$ cat src/design/acp_consts.vh
// acp_consts.vh: addresses, field positions, reset values and timing figures
// of the accelerometer power and mode control bank.
// assumes a 200 MHz ref_clk and an 8-bit register port.
`ifndef ACP_CONSTS_VH
`define ACP_CONSTS_VH

// clock rate
`define ACP_CLK_MHZ          200

// register addresses
`define ACP_ADDR_PWR         8'h3f
`define ACP_ADDR_CHECK       8'h40
`define ACP_ADDR_SRST        8'h41
`define ACP_ADDR_TIMING      8'h42
`define ACP_ADDR_STATUS      8'h43
`define ACP_ADDR_MASK        8'h44

// reset values
`define ACP_PWR_RST          8'h00
`define ACP_CHECK_RST        8'h00
`define ACP_TIMING_RST       8'h00
`define ACP_IRQ_RST          3'h0
`define ACP_ZERO8            8'h00

// power control fields; bit 6 is reserved and reads as zero
`define ACP_PWR_WMASK        8'hbf
`define ACP_PWR_FAST         7
`define ACP_PWR_IMPACT       5
`define ACP_PWR_SETTLE       4
`define ACP_PWR_LPF          3
`define ACP_PWR_HPF          2
`define ACP_PWR_MODE_HI      1
`define ACP_PWR_MODE_LO      0

// operating modes
`define ACP_MODE_STANDBY     2'h0
`define ACP_MODE_WAKE        2'h1
`define ACP_MODE_INSTANT     2'h2
`define ACP_MODE_FULL        2'h3

// diagnostic check fields
`define ACP_CHECK_START      0
`define ACP_CHECK_DONE       1

// timing register fields
`define ACP_TIM_CLK          0
`define ACP_TIM_TRIG         1

// interrupt status and mask bits
`define ACP_IRQ_SETTLED      0
`define ACP_IRQ_CHECKED      1
`define ACP_IRQ_SAMPLE       2
`define ACP_IRQ_W            3

// soft reset key
`define ACP_SRST_KEY         8'h52

// timing figures in their own units
`define ACP_SETTLE_US        462500
`define ACP_ODR_HZ           2560
`define ACP_CHECK_US         100
`define ACP_SETTLE_ODR_N     27'h0000004
`define ACP_TMR_W            27
`define ACP_ONE27            27'h0000001
`define ACP_ZERO27           27'h0000000

`endif

$ cat src/design/acp_timer.v
// acp_timer.v: a loadable down counter that reports a one-cycle pulse when
// the loaded count of steps has elapsed.
// assumes one clock; clr is synchronous and wins over load.
`timescale 1ns/1ps
`include "acp_consts.vh"

module acp_timer #(
   parameter W = `ACP_TMR_W
) (
   input  wire         ref_clk,
   input  wire         clr,
   input  wire         load,
   input  wire [W-1:0] load_val,
   input  wire         step,
   output reg          busy_r,
   output reg          done_r
);

   reg [W-1:0] cnt_r;

   // count steps while busy; a load restarts the wait from scratch
   always @(posedge ref_clk) begin
      if (clr) begin
         busy_r <= 1'b0;
         done_r <= 1'b0;
         cnt_r  <= {W{1'b0}};
      end else begin
         done_r <= 1'b0;
         if (load) begin
            busy_r <= 1'b1;
            cnt_r  <= load_val;
         end else if (busy_r && step) begin
            if (cnt_r <= {{(W-1){1'b0}}, 1'b1}) begin
               busy_r <= 1'b0;
               done_r <= 1'b1;
            end else begin
               cnt_r <= cnt_r - {{(W-1){1'b0}}, 1'b1};
            end
         end
      end
   end

endmodule

$ cat src/design/acp_ctrl.v
// acp_ctrl.v: power, mode, filter, diagnostic check, soft reset and sample
// timing control of a three-axis accelerometer, with a small interrupt block.
// assumes a host on the same ref_clk driving one-cycle read/write strobes;
// the two irq pins come from the board and are synchronised here.
`timescale 1ns/1ps
`include "acp_consts.vh"

module acp_ctrl #(
   parameter [26:0] SETTLE_CYC = `ACP_SETTLE_US * `ACP_CLK_MHZ,
   parameter [26:0] ODR_CYC    = (`ACP_CLK_MHZ * 1000000) / `ACP_ODR_HZ,
   parameter [26:0] CHECK_CYC  = `ACP_CHECK_US * `ACP_CLK_MHZ
) (
   input  wire       ref_clk,
   input  wire       rst_b,
   input  wire [7:0] reg_addr,
   input  wire [7:0] reg_wdata,
   input  wire       reg_wr,
   input  wire       reg_rd,
   output reg  [7:0] reg_rdata,
   output reg  [1:0] mode_r,
   output reg        fast_bus_speed_select_r,
   output reg        impact_wake_level_select_r,
   output reg        settling_period_select_r,
   output reg        lowpass_bypass_r,
   output reg        highpass_bypass_r,
   output reg        check_start_r,
   output reg        check_complete_flag_r,
   output reg        outside_clock_select_r,
   output reg        outside_trigger_select_r,
   output reg        settle_busy_r,
   output reg        sample_strobe_r,
   output reg        irq_r,
   input  wire       irq_pin_one_i,
   output reg        irq_pin_one_o_r,
   output reg        irq_pin_one_oe_r,
   input  wire       irq_pin_two_i,
   output reg        irq_pin_two_o_r,
   output reg        irq_pin_two_oe_r
);

   // soft reset pulse and combined synchronous reset
   reg                    soft_rst_r;
   wire                   rst_all;

   // interrupt status and mask
   reg [`ACP_IRQ_W-1:0]   irq_stat_r;
   reg [`ACP_IRQ_W-1:0]   irq_mask_r;
   reg [`ACP_IRQ_W-1:0]   irq_stat_nxt;

   // pin synchronisers and edge history
   reg                    pin1_s1_r;
   reg                    pin1_s2_r;
   reg                    pin1_d_r;
   reg                    pin2_s1_r;
   reg                    pin2_s2_r;
   reg                    pin2_d_r;

   // internal sample rate divider
   reg [26:0]             odr_cnt_r;
   reg                    int_tick_r;

   // decoded writes and reads
   wire                   wr_pwr;
   wire                   wr_check;
   wire                   wr_srst;
   wire                   wr_timing;
   wire                   wr_mask;
   wire                   rd_status;
   wire                   key_hit;

   // sample timing
   wire                   outside_clock_select_rise;
   wire                   ext_trig_rise;
   wire                   base_tick;
   wire                   sample_tick;

   // timers
   wire                   settle_load;
   wire [26:0]            settle_len;
   wire                   settle_step;
   wire                   settle_busy;
   wire                   settle_done;
   wire                   check_go;
   wire                   check_stop;
   wire                   check_clr;
   wire                   check_busy;
   wire                   check_done;
   wire [1:0]             new_mode;

   // register port decode; strobes are single cycles from the host
   assign wr_pwr    = reg_wr && (reg_addr == `ACP_ADDR_PWR);
   assign wr_check  = reg_wr && (reg_addr == `ACP_ADDR_CHECK);
   assign wr_srst   = reg_wr && (reg_addr == `ACP_ADDR_SRST);
   assign wr_timing = reg_wr && (reg_addr == `ACP_ADDR_TIMING);
   assign wr_mask   = reg_wr && (reg_addr == `ACP_ADDR_MASK);
   assign rd_status = reg_rd && (reg_addr == `ACP_ADDR_STATUS);

   // only the exact key counts; other values are dropped silently
   assign key_hit = wr_srst && (reg_wdata == `ACP_SRST_KEY);

   // the key write is turned into a one-cycle pulse that clears everything
   // the host is expected to be in standby first; not enforced here
   assign rst_all = !rst_b || soft_rst_r;

   always @(posedge ref_clk) begin
      if (!rst_b) begin
         soft_rst_r <= 1'b0;
      end else begin
         soft_rst_r <= key_hit;
      end
   end

   // power control register, bit 6 held at zero
   assign new_mode = reg_wdata[`ACP_PWR_MODE_HI:`ACP_PWR_MODE_LO];

   always @(posedge ref_clk) begin
      if (rst_all) begin
         mode_r                     <= `ACP_MODE_STANDBY;
         fast_bus_speed_select_r    <= 1'b0;
         impact_wake_level_select_r <= 1'b0;
         settling_period_select_r   <= 1'b0;
         lowpass_bypass_r           <= 1'b0;
         highpass_bypass_r          <= 1'b0;
      end else if (wr_pwr) begin
         mode_r                     <= new_mode;
         fast_bus_speed_select_r    <= reg_wdata[`ACP_PWR_FAST];
         impact_wake_level_select_r <= reg_wdata[`ACP_PWR_IMPACT];
         settling_period_select_r   <= reg_wdata[`ACP_PWR_SETTLE];
         lowpass_bypass_r           <= reg_wdata[`ACP_PWR_LPF];
         highpass_bypass_r          <= reg_wdata[`ACP_PWR_HPF];
      end
   end

   // timing register: selects the sample source on the two irq pins
   always @(posedge ref_clk) begin
      if (rst_all) begin
         outside_clock_select_r   <= 1'b0;
         outside_trigger_select_r <= 1'b0;
      end else if (wr_timing) begin
         outside_clock_select_r   <= reg_wdata[`ACP_TIM_CLK];
         outside_trigger_select_r <= reg_wdata[`ACP_TIM_TRIG];
      end
   end

   // two-flop synchronisers; edges are taken only past the second flop
   always @(posedge ref_clk) begin
      if (rst_all) begin
         pin1_s1_r <= 1'b0;
         pin1_s2_r <= 1'b0;
         pin1_d_r  <= 1'b0;
         pin2_s1_r <= 1'b0;
         pin2_s2_r <= 1'b0;
         pin2_d_r  <= 1'b0;
      end else begin
         pin1_s1_r <= irq_pin_one_i;
         pin1_s2_r <= pin1_s1_r;
         pin1_d_r  <= pin1_s2_r;
         pin2_s1_r <= irq_pin_two_i;
         pin2_s2_r <= pin2_s1_r;
         pin2_d_r  <= pin2_s2_r;
      end
   end

   // pins are inputs only while selected, so a stale drive is no edge
   assign outside_clock_select_rise  = outside_clock_select_r && pin1_s2_r && !pin1_d_r;
   assign ext_trig_rise = outside_trigger_select_r && pin2_s2_r && !pin2_d_r;

   // internal divider is held idle while an outside clock is chosen
   always @(posedge ref_clk) begin
      if (rst_all || outside_clock_select_r) begin
         odr_cnt_r  <= `ACP_ZERO27;
         int_tick_r <= 1'b0;
      end else if (odr_cnt_r >= ODR_CYC - `ACP_ONE27) begin
         odr_cnt_r  <= `ACP_ZERO27;
         int_tick_r <= 1'b1;
      end else begin
         odr_cnt_r  <= odr_cnt_r + `ACP_ONE27;
         int_tick_r <= 1'b0;
      end
   end

   // outside clock replaces the divider as the whole time base
   assign base_tick   = outside_clock_select_r ? outside_clock_select_rise : int_tick_r;
   // with a trigger chosen, each trigger edge is one sample and nothing else
   assign sample_tick = outside_trigger_select_r ? ext_trig_rise : base_tick;

   // sample strobe to the datapath; standby produces nothing
   always @(posedge ref_clk) begin
      if (rst_all) begin
         sample_strobe_r <= 1'b0;
      end else begin
         sample_strobe_r <= sample_tick && (mode_r != `ACP_MODE_STANDBY);
      end
   end

   // settling starts whenever the part leaves standby
   assign settle_load = wr_pwr && (mode_r == `ACP_MODE_STANDBY) &&
                        (new_mode != `ACP_MODE_STANDBY);
   // the length is chosen by the value being written, not the old one
   assign settle_len  = reg_wdata[`ACP_PWR_SETTLE] ? `ACP_SETTLE_ODR_N : SETTLE_CYC;
   // long wait counts clock cycles, short one counts sample periods
   assign settle_step = settling_period_select_r ? base_tick : 1'b1;

   acp_timer #(
      .W        (`ACP_TMR_W)
   ) u_settle (
      .ref_clk  (ref_clk),
      .clr      (rst_all || (wr_pwr && (new_mode == `ACP_MODE_STANDBY))),
      .load     (settle_load),
      .load_val (settle_len),
      .step     (settle_step),
      .busy_r   (settle_busy),
      .done_r   (settle_done)
   );

   // diagnostic check: a 1 starts, a 0 aborts and clears completion
   assign check_go   = wr_check && reg_wdata[`ACP_CHECK_START] && !check_start_r;
   assign check_stop = wr_check && !reg_wdata[`ACP_CHECK_START];
   assign check_clr  = rst_all || check_stop;

   acp_timer #(
      .W        (`ACP_TMR_W)
   ) u_check (
      .ref_clk  (ref_clk),
      .clr      (check_clr),
      .load     (check_go),
      .load_val (CHECK_CYC),
      .step     (1'b1),
      .busy_r   (check_busy),
      .done_r   (check_done)
   );

   // start bit is writable; the read-only flag follows the timer, and a
   // completion that meets an aborting write still shows (set wins)
   always @(posedge ref_clk) begin
      if (check_clr) begin
         check_start_r <= 1'b0;
      end else if (wr_check) begin
         check_start_r <= reg_wdata[`ACP_CHECK_START];
      end
      if (rst_all) begin
         check_complete_flag_r <= 1'b0;
      end else if (check_done) begin
         check_complete_flag_r <= 1'b1;
      end else if (check_go || check_stop) begin
         check_complete_flag_r <= 1'b0;
      end
   end

   // settle busy mirror for the datapath
   always @(posedge ref_clk) begin
      if (rst_all) begin
         settle_busy_r <= 1'b0;
      end else begin
         settle_busy_r <= settle_busy;
      end
   end

   // sticky status: a read clears, but an event in the same cycle survives
   always @* begin
      irq_stat_nxt = irq_stat_r;
      if (rd_status) begin
         irq_stat_nxt = `ACP_IRQ_RST;
      end
      if (settle_done) begin
         irq_stat_nxt[`ACP_IRQ_SETTLED] = 1'b1;
      end
      if (check_done) begin
         irq_stat_nxt[`ACP_IRQ_CHECKED] = 1'b1;
      end
      if (sample_strobe_r) begin
         irq_stat_nxt[`ACP_IRQ_SAMPLE] = 1'b1;
      end
   end

   always @(posedge ref_clk) begin
      if (rst_all) begin
         irq_stat_r <= `ACP_IRQ_RST;
         irq_mask_r <= `ACP_IRQ_RST;
      end else begin
         irq_stat_r <= irq_stat_nxt;
         if (wr_mask) begin
            irq_mask_r <= reg_wdata[`ACP_IRQ_W-1:0];
         end
      end
   end

   // interrupt level and pin drive; a pin taken as input is released
   always @(posedge ref_clk) begin
      if (rst_all) begin
         irq_r            <= 1'b0;
         irq_pin_one_o_r  <= 1'b0;
         irq_pin_one_oe_r <= 1'b0;
         irq_pin_two_o_r  <= 1'b0;
         irq_pin_two_oe_r <= 1'b0;
      end else begin
         irq_r            <= |(irq_stat_r & irq_mask_r);
         irq_pin_one_o_r  <= |(irq_stat_r & irq_mask_r);
         irq_pin_one_oe_r <= !outside_clock_select_r;
         irq_pin_two_o_r  <= |(irq_stat_r & irq_mask_r);
         irq_pin_two_oe_r <= !outside_trigger_select_r;
      end
   end

   // read mux, answered one cycle after the strobe; unmapped reads give zero
   always @(posedge ref_clk) begin
      if (rst_all) begin
         reg_rdata <= `ACP_ZERO8;
      end else if (reg_rd) begin
         case (reg_addr)
            `ACP_ADDR_PWR: begin
               reg_rdata <= {fast_bus_speed_select_r, 1'b0,
                             impact_wake_level_select_r,
                             settling_period_select_r, lowpass_bypass_r,
                             highpass_bypass_r, mode_r};
            end
            `ACP_ADDR_CHECK: begin
               reg_rdata <= {6'h00, check_complete_flag_r, check_start_r};
            end
            `ACP_ADDR_TIMING: begin
               reg_rdata <= {6'h00, outside_trigger_select_r,
                             outside_clock_select_r};
            end
            `ACP_ADDR_STATUS: begin
               reg_rdata <= {5'h00, irq_stat_r};
            end
            `ACP_ADDR_MASK: begin
               reg_rdata <= {5'h00, irq_mask_r};
            end
            // the key register is write-only and reads as zero
            default: begin
               reg_rdata <= `ACP_ZERO8;
            end
         endcase
      end else begin
         reg_rdata <= `ACP_ZERO8;
      end
   end

endmodule

$ cat config.mk
export PLATFORM = sky130hd
export DESIGN_NAME = acp_ctrl
export DESIGN_NICKNAME = d
export VERILOG_FILES = /design/src/design/acp_timer.v /design/src/design/acp_ctrl.v
export VERILOG_INCLUDE_DIRS = /design/src /design/src/design
export SDC_FILE = /design/constraint.sdc
export NUM_CORES = 1
export LEC_CHECK = 0
export BUFFER_PORTS_ARGS = -buffer_cell sky130_fd_sc_hd__buf_2
export CELL_PAD_IN_SITES_DETAIL_PLACEMENT = 1
export CELL_PAD_IN_SITES_GLOBAL_PLACEMENT = 2
export CORE_ASPECT_RATIO = 1.25
export CORE_MARGIN = 3
export CORE_UTILIZATION = 40
export DETAILED_ROUTE_END_ITERATION = 10
export PLACE_DENSITY = 0.89
export SETUP_SLACK_MARGIN = 0.15
export SKIP_CTS_REPAIR_TIMING = 1
export SLEW_MARGIN = 40
export SYNTH_ARGS = -nofsm -noshare
export SYNTH_HDL_FRONTEND = slang
export SYNTH_SLANG_ARGS = --single-unit
$ cat constraint.sdc
create_clock -name ref_clk -period 5.6 [get_ports ref_clk]
set_input_delay 0.56 -clock ref_clk [delete_from_list [all_inputs] [get_ports ref_clk]]
set_output_delay 0.56 -clock ref_clk [all_outputs]
set_load 0.02 [all_outputs]
* Yosys cells after proc, flatten, opt, wreduce, memory -nomap -nowiden
Index checks and enable logic that the tools add are counted.
** Storage, ports and cells
- Flip-flop bits (word level) :: 123
- Latch bits :: 0
- Bits in writable memories :: 0
- ROM bits :: 0
- Output and inout port bits :: 26
- Word-level logic and storage cells :: 134
- Memories :: 0
** Operators by class
- Add/subtract/negate cells :: 3
- Multiply operators :: 0
- Div/mod/pow operators :: 0
- $lt $le $gt $ge :: 3
- Eq/ne operators :: 9
- Shifts and indexed selects :: 0
- Muxes and demuxes :: 26
- Bitwise operators :: 5
- Reductions and logical operators :: 52
** Operator list (number)
- 27-bit two-way mux :: 4
- 27-bit by 1-bit less-or-equal comparator with 1-bit output (second input constant) :: 2
- 27-bit by 1-bit subtractor with 27-bit output (second input constant) :: 2
- 8-bit by 7-bit equality test with 1-bit output (second input constant) :: 6
- 15-bit two-way mux :: 3
- 8-bit case mux with 5 select lines :: 1
- 27-bit by 1-bit adder with 27-bit output (second input constant) :: 1
- 27-bit by 17-bit greater-or-equal comparator with 1-bit output (second input constant) :: 1
- 1-bit logical AND :: 19
- 2-bit nonzero test :: 9
- 1-bit two-way mux :: 17
- 3-bit OR reduction :: 3
- 8-bit by 6-bit equality test with 1-bit output (second input constant) :: 1
- 2-bit AND reduction :: 4
- 1-bit logical NOT :: 7
- 2-bit OR reduction :: 3
- 1-bit logical OR :: 5
- 2-bit logical NOT :: 2
- 2-bit != test (second input constant) :: 2
- 1-bit NOT :: 4
- 3-bit AND :: 1
- 3-bit two-way mux :: 1

* Logic depth before layout (Yosys ltp)
Gate-level depths: netlist of the first run.
- Word-level depth :: 7
- Gate-level depth with buffers :: 9
- Depth with buffers taken out :: 7

* By module
Synthesis of the first run repeated with hierarchy kept, for this count alone.
** Unflattened totals
- Cell total of the unflattened synthesis :: 691
- Area total of the unflattened synthesis :: 6293.5 um2
** By module, submodules not included
- acp_timer :: instances 2, cells an instance 213, area an instance 1808.0 um2
- acp_ctrl :: instances 1, cells an instance 265, area an instance 2677.6 um2

* Worst setup path before layout of the first run
OpenSTA, ideal clock, no wires.
- Path kind :: register to register
- Start point :: register u_settle.cnt_r[4]
- End point :: register u_settle.cnt_r[19]
- Library setup time :: 0.121 ns
- Arrival time :: 2.325 ns
- Data required time :: 5.479 ns
- Path slack :: 3.154 ns
- Stages on the path, launching flop included :: 8
- Cells stage by stage :: dfxtp_1 > or4_1 > or4_1 > buf_2 > or3_1 > clkbuf_1 > nand3_1 > mux2_2
** On the way
- Cells in the longest elaborated chain, start to end :: 4
- Elaborated cells between the ends (all ways) :: 7
** Ends and longest elaborated chain
- start: declaration :: RTL line acp_timer.v:19 : reg [W-1:0] cnt_r;
- start signal: assignment :: RTL line acp_timer.v:26 : cnt_r <= {W{1'b0}};
- start signal: assignment :: RTL line acp_timer.v:31 : cnt_r <= load_val;
- start signal: assignment :: RTL line acp_timer.v:37 : cnt_r <= cnt_r - {{(W-1){1'b0}}, 1'b1};
- 27-bit by 1-bit subtractor with 27-bit output :: RTL line acp_timer.v:37
- 27-bit two-way mux :: RTL line acp_timer.v:33 : if (cnt_r <= {{(W-1){1'b0}}, 1'b1}) begin
- 27-bit two-way mux :: RTL line acp_timer.v:32 : end else if (busy_r && step) begin
- 27-bit two-way mux :: RTL line acp_timer.v:29 : if (load) begin
Parallel ways exist; a longest one is shown, timed or not. The select of a mux whose other input is x is not followed.
A chain may end at the register's enable or synchronous reset.

* Worst setup path after layout of the first run
- Start point :: register u_settle.cnt_r[4]
- End point :: register u_settle.cnt_r[23]
The elaborated chain is that of the path after synthesis.

==> results of run 1 <==
routing by layer:
layer / GRT usage (%) / vias to the layer above / part of all wire (%)
li1: - / 2288 / -
met1: 22.5 / 2294 / 42
met2: 37.1 / 47 / 55
met3: 4.10 / 16 / 2.2
met4: 7.48 / 0 / 1.5
met5: 0 / - / 0
flip-flops by register name, summed over array words and instances (netlist names), 2 cells and up:
name / flops
irq_mask_r: 3
irq_stat_r: 3
mode_r: 2
odr_cnt_r: 27
reg_rdata: 7
u_check.cnt_r: 27
u_settle.cnt_r: 27
worst paths after layout:
check	end	cells past startpoint	from	slack [ns]
hold / removal	pin2_s1_r$_SDFF_PP0_	2	irq_pin_two_i	0.35
setup reg to reg	u_settle.cnt_r[23]$_SDFFE_PP0P_	6	u_settle.cnt_r[4]$_SDFFE_PP0P_	2.83
setup / recovery	u_settle.cnt_r[23]$_SDFFE_PP0P_	6	u_settle.cnt_r[4]$_SDFFE_PP0P_	2.83
hold reg to reg	pin1_s2_r$_SDFF_PP0_	1	pin1_s1_r$_SDFF_PP0_	0.44
synth_stat cells (all sizes together), types with 13 or more instances:
library cell / number / area, um^2
a21oi: 40 / 200
or4: 27 / 203
xnor2: 13 / 114
nor3: 17 / 85.1
xor2: 17 / 149
nor2: 59 / 221
or3: 14 / 87.6
and2: 16 / 100
o31ai: 25 / 188
nand2: 29 / 109
clkbuf: 24 / 90.1
nor4: 21 / 131
dfxtp: 122 / 2440
nand3: 19 / 95.1
through the flow:
step | hold WS, ns | instance area [um^2] | power (mW)
floorplan | 0.406 | 5390 | 0.923
global placement | 0.417 | 5710 | 0.941
detailed placement | 0.414 | 5710 | 0.943
CTS | 0.337 | 6280 | 1.99
global route | 0.348 | 6300 | 2.04
finish | 0.354 | 6300 | 1.97
cell type report:
type,count,share of cell area [%]
Clock buffer,18,6.81
Clock inverter,14,2.21
Inverter,11,0.656
Multi-Input combinational cell,435,44.1
Sequential cell,122,38.8
Tap cell,168,3.34
Timing Repair Buffer,50,4.09
worst register-to-register path: stages, from the launching register on:
cell and delay [ns]:
dfxtp_1 0.37, or4_1 0.58, or4_1 0.62, o31ai_4 0.58, buf_4 0.28, or4_1 0.13
a31oi_1 0.07
power by group through the flow:
stage / clock network (mW) / logic [mW] / registers, mW
after global placement: 0 / 0.0446 / 0.896
after global routing: 1.11 / 0.0520 / 0.878
after CTS: 1.07 / 0.0463 / 0.878
after detailed placement: 0 / 0.0462 / 0.897
final: 1.05 / 0.0469 / 0.878
after floorplan: 0 / 0.0255 / 0.897
cells by family (layout without fill, tap and decap cells):
logic type	Yosys count	after routing
adders and majority gates	6	6
AOI/OAI and AO/OA	121	121
and+or+nand+nor	254	254
muxes	13	13
buffers and inverters	46	93
DFF	122	122
other	1	11
xor gates and xnor gates	30	30
==> run metrics, run 1 <==
status=finished, final reports clean; Post-synth top flop=dfxtp_1; headroom to the max-slew limit=48.3%; Max Clock Skew=0.00752 ns; sw frac=23.4%; First DRT Iteration DRCs=157; maximum clock path buffer count=2; Synth Area in XOR/XNOR=4.91%; WL per Instance=17.2 um; Ports=48; first-pass GRT wire length=23.7 mm; fin crit share=49.4%; final hold viol count=0; number of synthesized flops with an enable pin=0; routed wire length=14.0 mm; crit end category=flip-flop; Max-Cap Viols=0; post-synthesis register bit count=122; vias in the first global route=4908; routability cong.=0.790; Bufs and invs on worst path=1; antenna violations before repair=0; full die area=0.0148 mm^2; Placed Cells=785; num rows=46; CTS buffer count=17; area of the multi-input gates=0.00278 mm^2; Worst Path Required=5.87 ns; CP top delay family=simple AND/OR/NAND/NOR gates; Crit path top cell by count=or4_1; mapped cell area=0.00536 mm^2; Worst Path Max Fanout=12; via count=4645; core area=0.0129 mm^2; Layout Cells excl Fill=818; Seq. cell area=0.00244 mm^2; setup ws final=2.83 ns; Final Critical Period=2.77 ns; Pre-Repair DR Iteration Count=4; H-tree Lvls=4; ANT nets after route=0; fmax=0.361 GHz; Synth Area in Adders=1.40%; Worst setup SP type=flip-flop; DRC errors left=0; Clk Latency, worst-skew pair=0.42 ns; post-synthesis mux area share=2.55%; power share of the sequential group=44.6%; setup TNS=0 ns; Filler cells=1536; P_sw=0.461 mW; largest family of logic cells by synthesized area=simple AND/OR/NAND/NOR gates; yosys warns=0; LEAKAGE=2.49 nW; Layout area overhead=17.6%; Async S/R FF share, synth=0%; most frequent cells in the layout=dfxtp_1 (122), nor2_1 (59), buf_2 (46); fraction of final layout cells with drive strength greater than 1=15.4%; DP HPWL=9.98 mm; Pwr Density=313 mW/mm^2; clk sinks=122; IO Port Bufs=46; post-synthesis simple-gate area fraction=26.6%; unrepaired setup endpoints after global routing=false; gr usage total=20.2%; Post-Syn Instances=593; HP Class=input pin to flip-flop; Worst VDD drop=0.209 mV; commonest non-fill, non-tap cell in the layout=dfxtp_1; Distinct cells, synth=63; # diodes=0; Initial Util=41.5%; Avg Cell Area, Syn=9.03 um^2; global route overflow=0; Die Y=135 um; Die Width=109 um; Synth Area in Compound Gates=15.2%; Worst-path clk slew=0.06 ns; CP max-delay cell=or4_1; final core occ=48.9%; Clock Power Share=53.1%; Worst-Margin Slew=0.776 ns; final slew viol count=0; combinational share of power=2.4%; post-place setup slack=2.31 ns; worst path arrival time=3.03 ns; vias per cell=5.68; largest net degree at the start of global routing=23; CTS root buf=clkbuf_16; critical path class=flip-flop to flip-flop; CTS tree=done; Max stage delay on crit path=0.62 ns; internal power=1.51 mW; setup violators final=0; sequential area share after synthesis=45.6%; Nets=665; critical path cell sequence=or4_1 -> or4_1 -> o31ai_4 -> buf_4 -> or4_1 -> a31oi_1
Note: power is estimated with default switching activity, not from simulation.
==> run 2, diff against run 1 <==
Settings changed: CORE_UTILIZATION 40 to 37, PLACE_DENSITY 0.89 to 0.83.
Clock period 5.6 ns to 2.7 ns, I/O delays scaled along.
==> run 2 against run 1 <==
Effect of this change:
- die area up 7.7%
- highest routed layer unchanged
- cell area rose by 3.5%
- largest power group unchanged
- fmax up 11%
- sequential power up 110%
- hold slack worse by 0.30 ns
- via count up 1.4%
- clock skew grew 0.0020 ns
==> run metrics, run 2 (synthesized netlist as in run 1, its figures left out) <==
status=finished, final reports clean; routability cong.=0.785 (-0.65%); Initial Util=38.3% (-3.3 points); fraction of final layout cells with drive strength greater than 1=19.3% (+3.9 points); Layout Cells excl Fill=848 (+3.7%); fin crit share=92.3% (+43 points); HP Class=input pin to flip-flop; Bufs and invs on worst path=1 (unchanged); maximum clock path buffer count=2 (unchanged); internal power=3.19 mW (+110%); Final Critical Period=2.49 ns (-0.274 ns); Die Width=114 um (+3.8%); worst path arrival time=2.80 ns (-0.23 ns); Nets=688 (+3.5%); Crit path top cell by count=or4_4; antenna violations before repair=0 (unchanged); final hold viol count=0 (unchanged); final core occ=46.6% (-2.3 points); Clk Latency, worst-skew pair=0.42 ns (about the same); Ports=48 (unchanged); H-tree Lvls=4 (unchanged); global route overflow=0 (unchanged); largest net degree at the start of global routing=21 (-8.7%); combinational share of power=2.5% (about the same); critical path cell sequence=or4_4 -> or4_4 -> buf_4 -> or3_4 -> nand3_1 -> mux2_2; # diodes=0 (unchanged); CP top delay family=simple AND/OR/NAND/NOR gates; Clock Power Share=53.8% (+0.7 points); Worst-path clk slew=0.06 ns (about the same); vias in the first global route=5002 (+1.9%); Die Y=141 um (+3.8%); setup violators final=0 (unchanged); Top Registers=odr_cnt_r (27), u_check.cnt_r (27), u_settle.cnt_r (27); commonest non-fill, non-tap cell in the layout=dfxtp_1; core area=0.0140 mm^2 (+8.5%); num rows=48 (+4.3%); sw frac=23.4% (about the same); Worst Path Max Fanout=7 (-5); Worst VDD drop=0.334 mV (+60%); Worst Path Required=3.01 ns (-2.86 ns); P_sw=0.976 mW (+110%); Pre-Repair DR Iteration Count=4 (unchanged); via count=4709 (+1.4%); gr usage total=19.0% (-1.2 points); IO Port Bufs=46 (unchanged); first-pass GRT wire length=24.5 mm (+3.3%); unrepaired setup endpoints after global routing=true; Worst-Margin Slew=0.735 ns (-0.0416 ns); ANT nets after route=0 (unchanged); CTS buffer count=17 (unchanged); flop2flop setup slack=0.21 ns (-2.63 ns); CP max-delay cell=or4_4; crit end category=flip-flop; Max-Cap Viols=0 (unchanged); critical path class=flip-flop to flip-flop; setup TNS=0 ns (unchanged); Layout area overhead=21.8%; DP HPWL=10.2 mm (+2.6%); Finished Cell Area=0.00652 mm^2 (+3.5%); full die area=0.0160 mm^2 (+7.7%); Placed Cells=813 (+3.6%); power share of the sequential group=43.7% (-0.9 points); Max Clock Skew=0.00951 ns (+0.00199 ns); fmax=0.401 GHz (+11%); headroom to the max-slew limit=51.0% (+2.8 points); clk sinks=122 (unchanged); Worst setup SP type=flip-flop; WL per Instance=17.1 um (-0.40%); LEAKAGE=2.61 nW (+5.0%); final slew viol count=0 (unchanged); vias per cell=5.55 (-2.2%); DRC errors left=0 (unchanged); Pwr Density=639 mW/mm^2 (+100%); Max stage delay on crit path=0.56 ns (-0.06 ns); most frequent cells in the layout=dfxtp_1 (121), nor2_1 (59), buf_2 (46); CTS root buf=clkbuf_16; First DRT Iteration DRCs=185 (+18%); routed wire length=14.5 mm (+3.3%); DP Area=0.00587 mm^2 (+2.8%); CTS tree=done
run 2: cell types whose count changed in the layout (fill, tap and decap cells not counted), moves of 2 or more:
cell | before | now
or4_4 | 0 | 3
clkbuf_8 | 0 | 2
buf_4 | 3 | 27
or4_1 | 27 | 24
nand2b_2 | 2 | 0
nand2b_1 | 4 | 6
clkinv_4 | 4 | 1
inv_8 | 0 | 2
run 2: power by group through the flow:
stage	clock network [mW]	registers, mW	logic (mW)
6_report	2.24	1.82	0.105
5_1_grt	2.37	1.82	0.115
4_1_cts	2.29	1.82	0.104
3_5_place_dp	0	1.86	0.104
3_3_place_gp	0	1.86	0.101
2_1_floorplan	0	1.86	0.0530
run 2: final timing paths:
path | depth (start not counted) | start | endpoint
setup / recovery | 6 | u_settle.cnt_r[5]$_SDFFE_PP0P_ | u_settle.cnt_r[19]$_SDFFE_PP0P_
hold / removal | 2 | reg_addr[1] | soft_rst_r$_SDFF_PN0_
setup reg to reg | 6 | u_settle.cnt_r[5]$_SDFFE_PP0P_ | u_settle.cnt_r[19]$_SDFFE_PP0P_
hold reg to reg | 1 | pin1_s1_r$_SDFF_PP0_ | pin1_s2_r$_SDFF_PP0_
run 2: per-layer routing:
| layer | vias up | global-route usage, % | share of wire [%] |
|---|---|---|---|
| li1 | 2322 | - | - |
| met1 | 2302 | 21.7 | 42 |
| met2 | 64 | 33.5 | 53 |
| met3 | 21 | 4.67 | 2.4 |
| met4 | 0 | 7.47 | 2.3 |
| met5 | - | 0 | 0 |
run 2: layout make-up:
class,instances,area [um^2]
Fill cell,1640,7470
Multi-Input combinational cell,435,2800
Sequential cell,122,2450
Clock buffer,19,453
Timing Repair Buffer,73,433
Tap cell,175,219
Clock inverter,13,133
Inverter,11,41.3
run 2: metrics by stage:
stage	setup WS (ns)	power (mW)	hold slack, ns
2_1_floorplan	0.254	1.91	0.346
3_3_place_gp	0.191	1.96	0.420
3_5_place_dp	0.150	1.96	0.429
4_1_cts	0.0878	4.22	0.0402
5_1_grt	0.133	4.30	0.0620
6_report	0.207	4.17	0.0557
==> run 3, diff against run 2 <==
Settings changed: BUFFER_PORTS_ARGS -buffer_cell sky130_fd_sc_hd__buf_2 to -buffer_cell sky130_fd_sc_hd__clkbuf_2.
==> run 3 against run 2 <==
Effect of this change:
- clock power decreased by 4%
- final cell count decreased by 0.12%
- utilization decreased by 0.21 points
- first-iteration DRC count decreased by 0.54%
- critical path depth decreased by 1
- clock-buffer cell count unchanged
- die area unchanged
- global-route usage about the same
- sequential cell count unchanged
- total power decreased by 2.2%
- sequential power about the same
- cell area decreased by 0.44%
- largest power group unchanged
- highest routed layer unchanged
==> run metrics, run 3 (synthesized netlist as in run 1, its figures left out) <==
Die Y=141 um (unchanged); Clock Power Share=52.7% (-1.1 points); setup ws final=0.244 ns (+0.0371 ns); CTS root buf=clkbuf_16; core area=0.0140 mm^2 (unchanged); largest net degree at the start of global routing=21 (unchanged); Worst VDD drop=0.413 mV (+24%); final slew viol count=0 (unchanged); gr usage total=18.9% (about the same); Max stage delay on crit path=0.55 ns (about the same); CP top delay family=simple AND/OR/NAND/NOR gates; status=finished, final reports clean; global route overflow=0 (unchanged); setup TNS=0 ns (unchanged); clk sinks=122 (unchanged); DP HPWL=10.3 mm (+0.46%); antenna violations before repair=0 (unchanged); LEAKAGE=2.56 nW (-2.1%); Worst Path Required=3.04 ns (+0.03 ns); P_sw=0.930 mW (-4.7%); Max-Cap Viols=0 (unchanged); sw frac=22.8% (-0.60 points); H-tree Lvls=4 (unchanged); Layout area overhead=21.2%; CTS tree=done; unrepaired setup endpoints after global routing=true; Max Clock Skew=0.00967 ns (+0.000167 ns); critical path cell sequence=or4_4 -> or4_4 -> or4_1 -> or3_1 -> a21oi_1; # diodes=0 (unchanged); Initial Util=38.3% (unchanged); Die Width=114 um (unchanged); routability cong.=0.769 (-2.1%); vias in the first global route=4993 (-0.18%); routed wire length=14.5 mm (about the same); combinational share of power=2.6% (about the same); Worst-path clk slew=0.05 ns (about the same); commonest non-fill, non-tap cell in the layout=dfxtp_1; Placed Cells=815 (+0.25%); fraction of final layout cells with drive strength greater than 1=18.8% (-0.57 points); first-pass GRT wire length=24.6 mm (+0.31%); via count=4795 (+1.8%); WL per Instance=17.1 um (about the same); post-place setup slack=0.153 ns (+0.00335 ns); flop2flop setup slack=0.24 ns (+0.04 ns); fin crit share=91.0% (-1.4 points); Ports=48 (unchanged); num rows=48 (unchanged); headroom to the max-slew limit=51.8% (+0.77 points); IO Port Bufs=46 (unchanged); Clk Latency, worst-skew pair=0.42 ns (about the same); worst path arrival time=2.80 ns (about the same); ANT nets after route=0 (unchanged); Final Critical Period=2.46 ns (-0.0371 ns); final hold viol count=0 (unchanged); Crit path top cell by count=or4_4; maximum clock path buffer count=2 (unchanged); Worst setup SP type=flip-flop; most frequent cells in the layout=dfxtp_1 (121), nor2_1 (59), clkbuf_2 (46); DRC errors left=0 (unchanged); vias per cell=5.66 (+1.9%); Worst Path Max Fanout=7 (unchanged); CP max-delay cell=or4_4; Pre-Repair DR Iteration Count=4 (unchanged); Top Registers=odr_cnt_r (27), u_check.cnt_r (27), u_settle.cnt_r (27); CTS buffer count=17 (unchanged); Worst-Margin Slew=0.722 ns (-0.0130 ns); Bufs and invs on worst path=0 (-1); Layout Cells excl Fill=847 (-0.12%); setup violators final=0 (unchanged); fmax=0.407 GHz (+1.5%); full die area=0.0160 mm^2 (unchanged); crit end category=flip-flop; Pwr Density=628 mW/mm^2 (-1.8%); critical path class=flip-flop to flip-flop; power share of the sequential group=44.7% (+1.0 points); internal power=3.14 mW (-1.4%); First DRT Iteration DRCs=184 (-0.54%); Nets=688 (unchanged); HP Class=input pin to flip-flop
==> run 3: cell types whose count changed in the layout (fill, tap and decap cells not counted), moves of 2 or more <==
cell,before,now
clkinvlp_4,3,6
buf_2,46,0
inv_8,2,0
clkbuf_2,0,46
clkinv_4,1,3
inv_6,5,2
==> run 3: through the flow <==
stage                     power [mW]  instance area, um^2  hold slack (ns)  util (%)
final                           4.07                 6490           0.0801      46.4
after global routing            4.23                 6490           0.0773      46.4
after CTS                       4.12                 6450           0.0633      46.1
after detailed placement        1.97                 5890            0.426      42.1
after global placement          1.96                 5890            0.416      42.1
after floorplan                 1.91                 5390            0.346         -
==> run 3: final timing paths <==
check / startpoint / to / cells past startpoint
setup / recovery: u_settle.cnt_r[5]$_SDFFE_PP0P_ / u_settle.cnt_r[18]$_SDFFE_PP0P_ / 5
hold / removal: irq_pin_two_i / pin2_s1_r$_SDFF_PP0_ / 2
setup reg to reg: u_settle.cnt_r[5]$_SDFFE_PP0P_ / u_settle.cnt_r[18]$_SDFFE_PP0P_ / 5
hold reg to reg: pin1_s1_r$_SDFF_PP0_ / pin1_s2_r$_SDFF_PP0_ / 1
==> run 3: power by group through the flow <==
stage	sequential, mW	combinational, mW	clock [mW]
CTS	1.82	0.106	2.20
global placement	1.86	0.103	0
global route	1.82	0.116	2.29
floorplan	1.86	0.0530	0
detailed placement	1.86	0.105	0
finish	1.82	0.106	2.15
==> run 3: metal layers <==
metal	up-vias	global-route usage [%]	routed length (um)
li1	2344	-	-
met1	2368	21.5	6140
met2	62	34.1	7720
met3	21	3.85	353
met4	0	7.97	269
met5	-	0	0
==> run 3: final cells by class <==
class	count	area, um^2
inverter	11	41.3
clock buffer	19	443
timing repair buffer	72	425
multi-input combinational	436	2800
clock inverter	12	119
fill	1629	7500
sequential	122	2440
tap	175	219
